==> config.mk <==
export PLATFORM = sky130hd
export DESIGN_NAME = ncp_top
export DESIGN_NICKNAME = d
export VERILOG_FILES = /design/src/common/ncp_pkg.sv /design/src/core/ncp_sync.sv /design/src/core/ncp_desc_mem.sv /design/src/core/ncp_top.sv
export SDC_FILE = /design/constraint.sdc
export NUM_CORES = 2
export LEC_CHECK = 0
export BUFFER_PORTS_ARGS = -buffer_cell sky130_fd_sc_hd__buf_4
export CAP_MARGIN = 20
export CORE_MARGIN = 5
export CORE_UTILIZATION = 31
export CTS_CLUSTER_DIAMETER = 80
export DETAILED_ROUTE_END_ITERATION = 12
export GPL_ROUTABILITY_DRIVEN = 0
export SYNTH_ARGS = -nofsm -noshare
export SYNTH_HDL_FRONTEND = slang
export SYNTH_HIERARCHICAL = 1
export SYNTH_SLANG_ARGS = --single-unit
==> constraint.sdc <==
create_clock -name ref_clk -period 22.6 [get_ports ref_clk]
set_clock_uncertainty 0.05 [all_clocks]
set_input_delay 3.39 -clock ref_clk [delete_from_list [all_inputs] [get_ports ref_clk]]
set_output_delay 3.39 -clock ref_clk [all_outputs]
set_load 0.005 [all_outputs]
==> src/common/ncp_pkg.sv <==
// constants shared by the nibble command port design
// Summary of operation
// address byte: bit7 set, bit6 read, 5:0 register
// write address is followed by nibble pairs
// new address drops pending address and nibble
// data byte: bit7 clear, low nibble carries data
// first nibble upper half, second lower half
// byte series: each byte is its own pair
// master starts only when selected and ready high
// ready drops after each byte, rises later
// lower nibble completes and stores the byte
// read request answered on interrupt and data bus
// events wait while a read is outstanding
// 500 byte descriptor memory behind register 0x30
// length low then high, then descriptor bytes
// detach pull-up, parse, reattach after load
// enumeration done raises an event
// master orders the descriptors in standard order
// chirp value 0x02 forces full speed only
// unindexed write: register, upper, lower nibble
// unindexed pointer via 0x3a, 0x3b, data via 0x3c
// length six selects the built in descriptor
// identifiers sent low byte first
// commands use only the low eight data lines
// release interrupt after read, then show events
package ncp_pkg;
	localparam logic [2:0]  NCP_SEL_CMD     = 3'h4;
	localparam int          NCP_ADDR_BIT    = 7;
	localparam int          NCP_RD_BIT      = 6;
	localparam int          NCP_CHIRP_FS    = 1;
	localparam logic [5:0]  NCP_REG_IFSETUP = 6'h01;
	localparam logic [5:0]  NCP_REG_DESC    = 6'h30;
	localparam logic [5:0]  NCP_REG_UPTR_LO = 6'h3a;
	localparam logic [5:0]  NCP_REG_UPTR_HI = 6'h3b;
	localparam logic [5:0]  NCP_REG_UDATA   = 6'h3c;
	localparam logic [15:0] NCP_CHIRP_ADDR  = 16'he6fb;
	localparam logic [7:0]  NCP_IFSETUP_RST = 8'h00;
	localparam logic [7:0]  NCP_CHIRP_RST   = 8'h00;
	localparam int          NCP_DESC_BYTES  = 500;
	localparam int          NCP_MEM_AW      = 9;
	localparam logic [15:0] NCP_DEFAULT_LEN = 16'h0006;
	localparam int          NCP_EVENTS      = 6;
	localparam int          NCP_EV_ENUM     = 0;
	// timing: figures in ns, counts derived from the clock period
	localparam int          NCP_CLK_NS      = 25;
	localparam int          NCP_HOLD_NS     = 75;
	localparam int          NCP_HOLD_CYC    =
		(NCP_HOLD_NS + NCP_CLK_NS - 1) / NCP_CLK_NS;
	localparam int          NCP_DETACH_NS   = 10000;
	localparam int          NCP_DETACH_CYC  =
		(NCP_DETACH_NS + NCP_CLK_NS - 1) / NCP_CLK_NS;
	localparam int          NCP_TMR_W       = 12;
	typedef enum logic [1:0] {ncp_idle, ncp_hi, ncp_lo} ncp_cmd_t;
	typedef enum logic [2:0] {ncp_en_idle, ncp_en_detach, ncp_en_parse,
		ncp_en_attach, ncp_en_run} ncp_enum_t;
endpackage

==> src/core/ncp_sync.sv <==
// two flip-flop synchroniser for pin inputs
`timescale 1ns/10ps
`default_nettype none
module ncp_sync #(
	parameter int           W       = 1,
	parameter logic [W-1:0] RST_VAL = '1
) (
	input  wire logic         ref_clk,
	input  wire logic         nrst,
	input  wire logic [W-1:0] din,
	output logic      [W-1:0] dout
);
	logic [W-1:0] meta; // first stage, read only by the second
	genvar i;
	generate
		for (i = 0; i < W; i++) begin : g_bit
			// reset to a constant idle level, so no false edge follows
			always_ff @(posedge ref_clk or negedge nrst) begin
				if (!nrst) begin
					meta[i] <= RST_VAL[i];
					dout[i] <= RST_VAL[i];
				end else begin
					meta[i] <= din[i];
					dout[i] <= meta[i];
				end
			end
		end
	endgenerate
endmodule
`default_nettype wire

==> src/core/ncp_desc_mem.sv <==
// descriptor storage in flip-flops, one write port, one read port
`timescale 1ns/10ps
`default_nettype none
module ncp_desc_mem #(
	parameter int DEPTH = 500,
	parameter int AW    = 9,
	parameter int DW    = 8
) (
	input  wire logic          ref_clk,
	input  wire logic          we,
	input  wire logic [AW-1:0] waddr,
	input  wire logic [DW-1:0] wdata,
	input  wire logic [AW-1:0] raddr,
	output logic      [DW-1:0] rdata
);
	logic [DW-1:0] mem [DEPTH]; // no reset: contents valid only once loaded
	// write port; addresses past the end are dropped
	always_ff @(posedge ref_clk) begin
		if (we && (int'(waddr) < DEPTH)) begin
			mem[waddr] <= wdata;
		end
	end
	// read port; out of range reads zero so a parse walk stops
	always_comb begin
		rdata = '0;
		if (int'(raddr) < DEPTH) begin
			rdata = mem[raddr];
		end
	end
endmodule
`default_nettype wire

==> src/core/ncp_top.sv <==
// nibble command port: decoder, registers, read answer, enumeration
`timescale 1ns/10ps
`default_nettype none
module ncp_top
	import ncp_pkg::*;
(
	input  wire logic       ref_clk,
	input  wire logic       nrst,
	input  wire logic [2:0] port_select_lines,
	input  wire logic       wr_strobe_n,
	input  wire logic       rd_strobe_n,
	input  wire logic       out_enable_n,
	input  wire logic [7:0] shared_data_bus_in,
	input  wire logic [4:0] source_events,
	output logic      [7:0] shared_data_bus_out,
	output logic            shared_data_bus_oe,
	output logic            ready,
	output logic            int_n,
	output logic            dplus_pullup_en,
	output logic            full_speed_only,
	output logic            default_descriptor,
	output logic      [7:0] interface_setup,
	output logic      [7:0] descriptor_count
);
	////////////////////////////////////////////////////////////////////////
	// pin synchronisation and strobe edges
	logic [13:0] pins_s;      // synchronised pins
	logic [2:0]  sel_s;       // port select after sync
	logic        wr_s;        // write strobe after sync
	logic        rd_s;        // read strobe after sync
	logic        oe_s;        // output enable after sync
	logic [7:0]  rx;          // low data byte only
	logic        wr_d;        // delayed strobes for edge detection
	logic        rd_d;
	logic        sel_cmd;     // command port selected
	logic        byte_take;   // one accepted command byte
	logic        rd_take;     // master took the presented value
	// all pins reset high: strobes idle, port not selected
	ncp_sync #(.W(14), .RST_VAL('1)) u_sync (
		.ref_clk (ref_clk),
		.nrst    (nrst),
		.din     ({port_select_lines, wr_strobe_n, rd_strobe_n,
			out_enable_n, shared_data_bus_in}),
		.dout    (pins_s)
	);
	assign sel_s = pins_s[13:11];
	assign wr_s  = pins_s[10];
	assign rd_s  = pins_s[9];
	assign oe_s  = pins_s[8];
	assign rx    = pins_s[7:0];
	assign sel_cmd = (sel_s == NCP_SEL_CMD);
	// bytes arriving while ready is low are ignored, not queued
	assign byte_take = sel_cmd && !wr_s && wr_d && ready;
	assign rd_take   = sel_cmd && !rd_s && rd_d;
	// strobe history
	always_ff @(posedge ref_clk or negedge nrst) begin
		if (!nrst) begin
			wr_d <= 1'b1;
			rd_d <= 1'b1;
		end else begin
			wr_d <= wr_s;
			rd_d <= rd_s;
		end
	end
	////////////////////////////////////////////////////////////////////////
	// command decoder, register file, descriptor loading
	ncp_cmd_t    state, next_state;
	logic [5:0]  addr, next_addr;         // target register number
	logic [3:0]  hi_nib, next_hi_nib;     // pending upper nibble
	logic [15:0] uptr, next_uptr;         // unindexed register pointer
	logic [7:0]  chirp_control, next_chirp_control;
	logic [7:0]  next_interface_setup;
	logic [15:0] desc_idx, next_desc_idx; // bytes taken on 0x30
	logic [15:0] desc_len, next_desc_len; // declared total length
	logic        rd_req;                  // read address byte seen
	logic        load_done;               // last descriptor byte stored
	logic        mem_we;
	logic [NCP_MEM_AW-1:0] mem_waddr;
	logic [7:0]  val;                     // assembled byte
	logic [15:0] stored;                  // bytes stored after this one
	ncp_enum_t   en_state, next_en_state;
	// next values of the decoder
	always_comb begin
		next_state = state;
		next_addr = addr;
		next_hi_nib = hi_nib;
		next_uptr = uptr;
		next_chirp_control = chirp_control;
		next_interface_setup = interface_setup;
		next_desc_idx = desc_idx;
		next_desc_len = desc_len;
		rd_req = 1'b0;
		load_done = 1'b0;
		mem_we = 1'b0;
		val = {hi_nib, rx[3:0]};
		stored = desc_idx - 16'h0001;
		mem_waddr = NCP_MEM_AW'(desc_idx - 16'h0002);
		if (byte_take) begin
			if (rx[NCP_ADDR_BIT]) begin
				// any address restarts the sequence, dropping halves
				next_addr = rx[5:0];
				next_hi_nib = '0;
				if (rx[NCP_RD_BIT]) begin
					next_state = ncp_idle;
					rd_req = 1'b1;
				end else begin
					next_state = ncp_hi;
					if (rx[5:0] == NCP_REG_DESC) begin
						next_desc_idx = '0;
					end
				end
			end else if (state == ncp_hi) begin
				next_hi_nib = rx[3:0];
				next_state = ncp_lo;
			end else if (state == ncp_lo) begin
				// back to upper half: a register may take a series
				next_state = ncp_hi;
				unique case (addr)
					NCP_REG_IFSETUP: next_interface_setup = val;
					NCP_REG_UPTR_LO: next_uptr[7:0] = val;
					NCP_REG_UPTR_HI: next_uptr[15:8] = val;
					NCP_REG_UDATA: begin
						if (uptr == NCP_CHIRP_ADDR) begin
							next_chirp_control = val;
						end
					end
					NCP_REG_DESC: begin
						// loading only before enumeration starts
						if (en_state == ncp_en_idle) begin
							next_desc_idx = desc_idx + 16'h0001;
							if (desc_idx == 16'h0000) begin
								next_desc_len[7:0] = val;
							end else if (desc_idx == 16'h0001) begin
								next_desc_len[15:8] = val;
							end else begin
								mem_we = 1'b1;
								load_done = (stored == desc_len);
							end
						end
					end
					default: begin
					end
				endcase
			end
		end
	end
	// decoder registers
	always_ff @(posedge ref_clk or negedge nrst) begin
		if (!nrst) begin
			state <= ncp_idle;
			addr <= '0;
			hi_nib <= '0;
			uptr <= '0;
			chirp_control <= NCP_CHIRP_RST;
			interface_setup <= NCP_IFSETUP_RST;
			desc_idx <= '0;
			desc_len <= '0;
		end else begin
			state <= next_state;
			addr <= next_addr;
			hi_nib <= next_hi_nib;
			uptr <= next_uptr;
			chirp_control <= next_chirp_control;
			interface_setup <= next_interface_setup;
			desc_idx <= next_desc_idx;
			desc_len <= next_desc_len;
		end
	end
	logic [NCP_MEM_AW-1:0] mem_raddr;
	logic [7:0]            mem_rdata;
	ncp_desc_mem #(
		.DEPTH (NCP_DESC_BYTES),
		.AW    (NCP_MEM_AW),
		.DW    (8)
	) u_mem (
		.ref_clk (ref_clk),
		.we      (mem_we),
		.waddr   (mem_waddr),
		.wdata   (val),
		.raddr   (mem_raddr),
		.rdata   (mem_rdata)
	);
	////////////////////////////////////////////////////////////////////////
	// ready hold-off after each accepted byte
	logic [3:0] hold, next_hold;
	logic       next_ready;
	always_comb begin
		next_hold = (hold != '0) ? hold - 4'h1 : hold;
		if (byte_take) begin
			next_hold = 4'(NCP_HOLD_CYC);
		end
		next_ready = (next_hold == '0);
	end
	// ready is low in reset and rises on the first clock edge after it, with no count-down
	always_ff @(posedge ref_clk or negedge nrst) begin
		if (!nrst) begin
			hold <= '0;
			ready <= 1'b0;
		end else begin
			hold <= next_hold;
			ready <= next_ready;
		end
	end
	////////////////////////////////////////////////////////////////////////
	// read answer and event signalling on the interrupt line
	logic [5:0] pend, next_pend;   // events waiting to be shown
	logic [5:0] shown, next_shown; // events on the bus now
	logic       rd_busy, next_rd_busy;
	logic       gap, next_gap;     // one idle cycle after a read
	logic       enum_ev;           // enumeration done pulse
	logic [7:0] rd_val;
	logic [7:0] next_dout;
	logic       next_int_n;
	// register read mux; follows the address byte being taken now
	always_comb begin
		unique case (next_addr)
			NCP_REG_IFSETUP: rd_val = interface_setup;
			NCP_REG_UPTR_LO: rd_val = uptr[7:0];
			NCP_REG_UPTR_HI: rd_val = uptr[15:8];
			NCP_REG_UDATA: rd_val =
				(uptr == NCP_CHIRP_ADDR) ? chirp_control : 8'h00;
			default: rd_val = 8'h00;
		endcase
	end
	// next values of the answer path
	always_comb begin
		next_rd_busy = rd_busy;
		next_gap = 1'b0;
		next_shown = shown;
		next_dout = shared_data_bus_out;
		next_pend = (pend & ~(rd_take ? shown : 6'h00)) |
			{source_events, enum_ev};
		if (rd_take && shown != '0) begin
			next_shown = '0;
			next_gap = 1'b1;
		end
		if (rd_req) begin
			next_rd_busy = 1'b1;
			next_shown = '0;
			next_dout = rd_val;
		end else if (rd_busy && rd_take) begin
			next_rd_busy = 1'b0;
			next_gap = 1'b1;
		end else if (!rd_busy && !gap && shown == '0 && pend != '0) begin
			next_shown = pend;
			next_dout = {2'b00, pend};
		end
		next_int_n = !(next_rd_busy || next_shown != '0);
	end
	// answer registers
	always_ff @(posedge ref_clk or negedge nrst) begin
		if (!nrst) begin
			pend <= '0;
			shown <= '0;
			rd_busy <= 1'b0;
			gap <= 1'b0;
			shared_data_bus_out <= 8'h00;
			int_n <= 1'b1;
			shared_data_bus_oe <= 1'b0;
		end else begin
			pend <= next_pend;
			shown <= next_shown;
			rd_busy <= next_rd_busy;
			gap <= next_gap;
			shared_data_bus_out <= next_dout;
			int_n <= next_int_n;
			shared_data_bus_oe <= sel_cmd && !oe_s;
		end
	end
	////////////////////////////////////////////////////////////////////////
	// enumeration: detach, parse, reattach, report
	logic [NCP_TMR_W-1:0] tmr, next_tmr;
	logic [15:0] ptr, next_ptr;       // parse walk position
	logic [7:0]  next_count;
	logic        next_default;
	assign mem_raddr = NCP_MEM_AW'(ptr);
	always_comb begin
		next_en_state = en_state;
		next_tmr = tmr;
		next_ptr = ptr;
		next_count = descriptor_count;
		next_default = default_descriptor;
		enum_ev = 1'b0;
		unique case (en_state)
			ncp_en_idle: begin
				if (load_done) begin
					next_en_state = ncp_en_detach;
					next_tmr = NCP_TMR_W'(NCP_DETACH_CYC);
					next_ptr = '0;
					next_count = '0;
					next_default = (desc_len == NCP_DEFAULT_LEN);
				end
			end
			ncp_en_detach: begin
				next_tmr = tmr - 1'b1;
				if (tmr == '0) begin
					// built-in descriptor needs no walk
					next_en_state = default_descriptor ?
						ncp_en_attach : ncp_en_parse;
					next_tmr = NCP_TMR_W'(NCP_DETACH_CYC);
				end
			end
			ncp_en_parse: begin
				// each descriptor starts with its own length byte
				if (ptr >= desc_len || mem_rdata == 8'h00) begin
					next_en_state = ncp_en_attach;
				end else begin
					next_ptr = ptr + {8'h00, mem_rdata};
					next_count = descriptor_count + 8'h01;
				end
			end
			ncp_en_attach: begin
				next_tmr = tmr - 1'b1;
				if (tmr == '0) begin
					next_en_state = ncp_en_run;
					enum_ev = 1'b1;
				end
			end
			ncp_en_run: begin
			end
		endcase
	end
	// enumeration registers
	always_ff @(posedge ref_clk or negedge nrst) begin
		if (!nrst) begin
			en_state <= ncp_en_idle;
			tmr <= '0;
			ptr <= '0;
			descriptor_count <= '0;
			default_descriptor <= 1'b0;
			dplus_pullup_en <= 1'b0;
			full_speed_only <= 1'b0;
		end else begin
			en_state <= next_en_state;
			tmr <= next_tmr;
			ptr <= next_ptr;
			descriptor_count <= next_count;
			default_descriptor <= next_default;
			dplus_pullup_en <= (next_en_state == ncp_en_attach) ||
				(next_en_state == ncp_en_run);
			full_speed_only <= chirp_control[NCP_CHIRP_FS];
		end
	end
endmodule
`default_nettype wire

* Word level (Yosys, flattened, before mapping) *
Memories as Yosys holds them, arrays and structs flattened.
Cells that the tools add are included.

cells by class
  $add $sub $neg = 7
  reductions and logical operators = 52
  equality and inequality tests = 28
  bitwise logic cells = 6
  order comparisons = 3
  muxes and demuxes = 71

operator list
  kind                     count
  $mux W16                 9
  $mux W8                  7
  $eq A6 B6 Y1 const B     8
  $mux W6                  7
  $pmux W12 S3             1
  $pmux W16 S2             1
  $pmux W8 S4              1
  $mux W1                  30
  $mux W12                 2
  $lt A9 B9 Y1 const B     2
  $reduce_bool A6 Y1       3
  $add A16 B1 Y16 const B  1
  $add A16 B8 Y16          1
  $eq A16 B1 Y1 const B    1
  $eq A16 B16 Y1           1
  $eq A16 B16 Y1 const B   1
  $eq A16 B3 Y1 const B    1
  $ge A16 B16 Y1           1
  $logic_not A16 Y1        1
  $mux W4                  4
  $pmux W8 S2              1
  $sub A16 B1 Y16 const B  1
  $reduce_and A5 Y1        3
  $reduce_and A7 Y1        2
  34 further kinds         77

word-level totals
  bits in writable memories = 4000
  memories kept = 1
  flip-flop bits (word level) = 177
  word-level logic and storage cells = 224

memory list
  memory     words  bits a word  read ports  clocked after Yosys merged registers in  write ports  line                source
  u_mem.mem  500    8            1           0                                        1            ncp_desc_mem.sv:16  logic [DW-1:0] mem [DEPTH];

* Longest topological paths before layout *
  depth after elaboration = 14
  depth in mapped cells = 23
  gate-level depth less buffers = 17

* By module *
The synthesis kept the hierarchy.

modules (own cells, without submodules)
  module        area each (µm²)  cells each  instances
  ncp_desc_mem  155770.6         7432        1
  ncp_top       8351.8           809         1
  ncp_sync      735.7            28          1

* Least setup slack after synthesis *
OpenSTA, ideal clock, no wires.

  path type = reg2reg
  start point = register hi_nib[0]
  end point = memory u_mem.mem[0][4] (data pin)
  setup slack = 15.145 ns
  arrival time = 6.012 ns
  data required time = 21.156 ns
  cell stages (with the launch flop) = 1
  path buffers = 0
  clock period less this slack = 7.455 ns
  library setup time = 1.394 ns
  cell sequence = dfrtp_1

RTL lines
  what                    line                source
  start, declared         ncp_top.sv:69       logic [3:0] hi_nib, next_hi_nib;
  start signal, assigned  ncp_top.sv:161      hi_nib <= next_hi_nib;
  end, declared           ncp_desc_mem.sv:16

Straight into the memory's write port.

* Final worst setup path *
  start point = register ptr[0]
  end point = register ptr[10]

between the ends
  longest elaborated chain between the ends = 6
  elaborated cells on any way between the ends = 11

RTL lines
  what                                                                     line                source
  start, declared                                                          ncp_top.sv:273      logic [15:0] ptr, next_ptr;
  start signal, assigned                                                   ncp_top.sv:336      ptr <= next_ptr;
  $mem_v2 Z500 W8 or $lt A9 B9 Y1 (tied branches)                          -
  $mux W8 *                                                                ncp_desc_mem.sv:26  if (int'(raddr) < DEPTH) begin
  net mem_rdata[0]                                                         ncp_top.sv:170      logic [7:0] mem_rdata;
  parallel branches: the longest is 4 deep, another holds $add A16 B8 Y16  -

Mark *: on every way through the listed nets, which the timed path passes. The select of a mux whose other input is x is not followed.
A chain may end at the register's enable or synchronous reset.

==> metrics <==
final slew viol count=0; Net Count, Synth=8,326; CTS clk-pin slew, worst paths=60 ps; total core area=529,500 µm²; Setup CP Type=reg -> reg; hold endpoint=u_sync/dout[8]$_DFF_PN1_; most common cell after layout, fill and taps aside=edfxtp_1; final cycle utilization of the critical path=42.48%; P_int=12,330 µW; Buf/Inv on CP=5; Port Buffers=50; drt initial violations=approximately 11,000; Root Driver=clkbuf_16; Synth async-reset ratio=4.237%; Final ANT Viol Nets=0; Worst Path Max Fanout=43; area growth from synthesis to layout=13.10%; Post-CTS Hold Buffers=0; Total Wirelength=461,200 µm; hold depth=0; post-synthesis cell count=between 8,000 and 9,000; Final min period=between 9000 and 10,000 ps; 1st-pass router iterations=6; main flop type after synthesis=edfxtp_1; CTS Buf Count=413; status=complete, no violations; Fin. Hold Viols=0; slowest library cell on the worst path=o32ai_1; CP most frequent cell=buf_4; adder-cell area share of the yosys netlist=less than 1%; Clock Sinks=4,177; Hold Path Class=reg -> reg; FMAX=between 100 and 150 MHz; Comb pwr share=0.9%; htree depth=5; Wirelength per Cell=between 20 and 30 µm; share of cells above drive strength 1=between 20% and 30%; critical path's top delay family=buffers and inverters; Switch Pwr=3075 µW; largest area contributor in the netlist=edfxtp_1; vias per inst=5.419; Min-Delay Startpoint=u_sync/meta[8]$_DFF_PN1_; slowest stage delay, CP=1020 ps; Setup crit end kind=flop; post-synthesis compound-gate area fraction=3.524%; startpoint types=flop; Unique masters post-synth=100; max_slew headroom=16.40%; most frequent cells in the layout=4,000 x edfxtp_1, 860 x mux4_2, 630 x nor2_1, 466 x mux2i_1, 415 x clkbuf_16; Design Area, Final=roughly 190,000 µm²; Seq cells post-synth=4,177; first-pass GRT wire length=649,300 µm; latest clock arrival within the worst-skew pair=1000 ps; Leakage=approximately 0.056 µW; initial antenna violation count=35; Synth Cell Area=164,900 µm²; # fillers=about 48,000; die extent in x=739.2 µm; setup TNS=0 ps; Starting Density=31.13%; Worst R2R Start=ptr[0]$_DFFE_PN0P_; sequential cell area fraction in the yosys report=75.57%; Via Count=85,560; layout net count=8,488; mux share of post-synthesis cell area=roughly 15%; # Post-CTS Setup Buffers=0; number of flops mapped to enable cells by yosys=4,000; GRT overflow=0; Die Span Y=739.2 µm; IO Pins=51; R2R Setup Slk=13,000 ps; XOR/XNOR Fraction of Synth Area=less than 1%; largest family of logic cells by synthesized area=multiplexers; Worst-Margin Slew=1251 ps; CTS tree=done; Reg-to-Reg End=ptr[10]$_DFFE_PN0P_; largest net degree at the start of global routing=201; CP Cell Sequence=buf_4 -> buf_4 -> buf_4 -> buf_4 -> buf_4 -> mux4_2 -> nor2_1 -> o22ai_1 -> a211o_1 -> o311a_1 -> o32ai_1 -> nand3_1 -> ha_1 -> fa_1 -> a21o_1 -> a21oi_1 -> o21bai_1 -> a2111o_1 -> nand3_1 -> xor2_1 -> nor2_1; vias in the first global route=84,580; # setup viols final=0; Reg power frac=55.0%; post-synth top area share=72.86%; Placement Rows=267; path depth of the worst reg2reg path=21; Max-Cap Viols=0; Worst VDD drop=0.07045 mV; post-synthesis simple-gate area fraction=3.225%; pwr dens=82.61 nW/µm²; data arrival time of the worst path=10,390 ps; Area contributors post-synth=edfxtp_1 73%, mux4_2 12%, mux2i_1 2.8%; RSZ-0062 raised after global routing=no; die area=546,500 µm²; Synthesis Warnings=6; sw frac=19.96%; DRC Markers=0; Worst Path Required=roughly 23,000 ps; clk buf depth=4; post-CTS sizing=0; Detail Placement HPWL=274,900 µm; syn avg cell area=about 20 µm²; total track usage=16.27%; post-place instance area=173,000 µm²; clock share of power=between 40 and 50%
-- flip-flops by register name (all words and copies together) (netlist names), 4 cells and up --
name,flops
desc_idx,16
chirp_control,8
u_mem/mem,4000
u_sync/meta,14
pend,6
tmr,12
shown,6
addr,6
shared_data_bus_out,8
desc_len,16
descriptor_count,8
hold,4
ptr,16
interface_setup,8
hi_nib,4
u_sync/dout,14
uptr,16
-- layout make-up --
class	instances	area (µm²)	share of cell area (%)
diodes	10	25.02	0.01342
clock inverters	272	2676	1.435
flip-flops and latches	4177	124600	66.84
clock buffers	496	10690	5.733
repair buffers	245	2031	1.089
inverters	44	180.2	0.09663
well taps	6994	8751	4.693
multi-input cells	3550	37470	20.09
-- per-stage QoR --
stage	setup WS, ps	hold WS, ps	cells	util (%)	total power, µW
after global routing	12520	306.3	15780	35.21	15860
after global placement	13050	295.6	15010	32.67	8761
after floorplan	15140	295.2	8269	-	8713
after CTS	13080	304.9	15780	35.20	15510
final	13000	304.6	15790	35.21	15400
after detailed placement	13120	297.2	15010	32.67	8773
-- worst reg2reg max path, stage by stage (launching register included) --
cell	delay (ps)
dfrtp_4	1010
buf_4	830
buf_4	720
buf_4	700
buf_4	770
buf_4	640
mux4_2	590
nor2_1	110
o22ai_1	100
a211o_1	360
o311a_1	180
o32ai_1	1020
nand3_1	250
ha_1	300
fa_1	420
a21o_1	190
a21oi_1	240
o21bai_1	130
a2111o_1	480
nand3_1	130
xor2_1	180
nor2_1	70
-- metal layers --
layer / wire [µm] / share of wire (%) / up-vias / GRT usage [%]
met5: 34 / 0.0074 / - / 0
met4: 16150 / 3.5 / 6 / 5.301
met3: 44320 / 9.6 / 746 / 3.037
met2: 220300 / 48 / 4481 / 26.38
met1: 180300 / 39 / 45910 / 22.12
li1: - / - / 34410 / -
-- cells by family after synthesis --
logic type                 count (synthesis)
DFF                                     4177
muxes                                   1417
and+or+nand+nor                         1220
AOI/OAI and AO/OA                        814
buffers and inverters                    542
xor gates and xnor gates                  63
adders and majority gates                 36
-- power groups by stage --
stage / Clock (µW) / Combinational, µW / Sequential [µW]
after floorplan: 0 / 36.3 / 8680
after global placement: 0 / 128 / 8630
after detailed placement: 0 / 138 / 8640
after CTS: 6900 / 138 / 8470
after global routing: 7240 / 151 / 8470
final: 6790 / 138 / 8470
-- synthesized netlist by cell type, types with 65 or more instances --
| library cell | n |
|---|---|
| edfxtp_1 | 4000 |
| mux4_2 | 860 |
| o21ai_0 | 117 |
| buf_2 | 102 |
| nand3_1 | 65 |
| buf_6 | 84 |
| nor2_1 | 641 |
| a21oi_1 | 145 |
| clkbuf_1 | 218 |
| mux2_2 | 80 |
| a22oi_1 | 125 |
| dfrtp_1 | 146 |
| nor3_1 | 69 |
| nand2_1 | 268 |
| mux2i_1 | 466 |
| a221oi_1 | 106 |
-- worst max path at each step --
stage	startpoint	end	slack, ps	cells after the start
2_1_floorplan	hi_nib[0]$_DFFE_PN0P_	u_mem/mem[0][4]$_DFFE_PP_	15140	0
3_3_place_gp	ptr[0]$_DFFE_PN0P_	ptr[14]$_DFFE_PN0P_	13050	21
3_5_place_dp	ptr[0]$_DFFE_PN0P_	ptr[10]$_DFFE_PN0P_	13120	21
4_1_cts	ptr[0]$_DFFE_PN0P_	ptr[10]$_DFFE_PN0P_	13080	21
5_1_grt	ptr[0]$_DFFE_PN0P_	ptr[14]$_DFFE_PN0P_	12520	21
6_report	ptr[0]$_DFFE_PN0P_	ptr[10]$_DFFE_PN0P_	13000	21
Power figures use the tool's default switching activity.
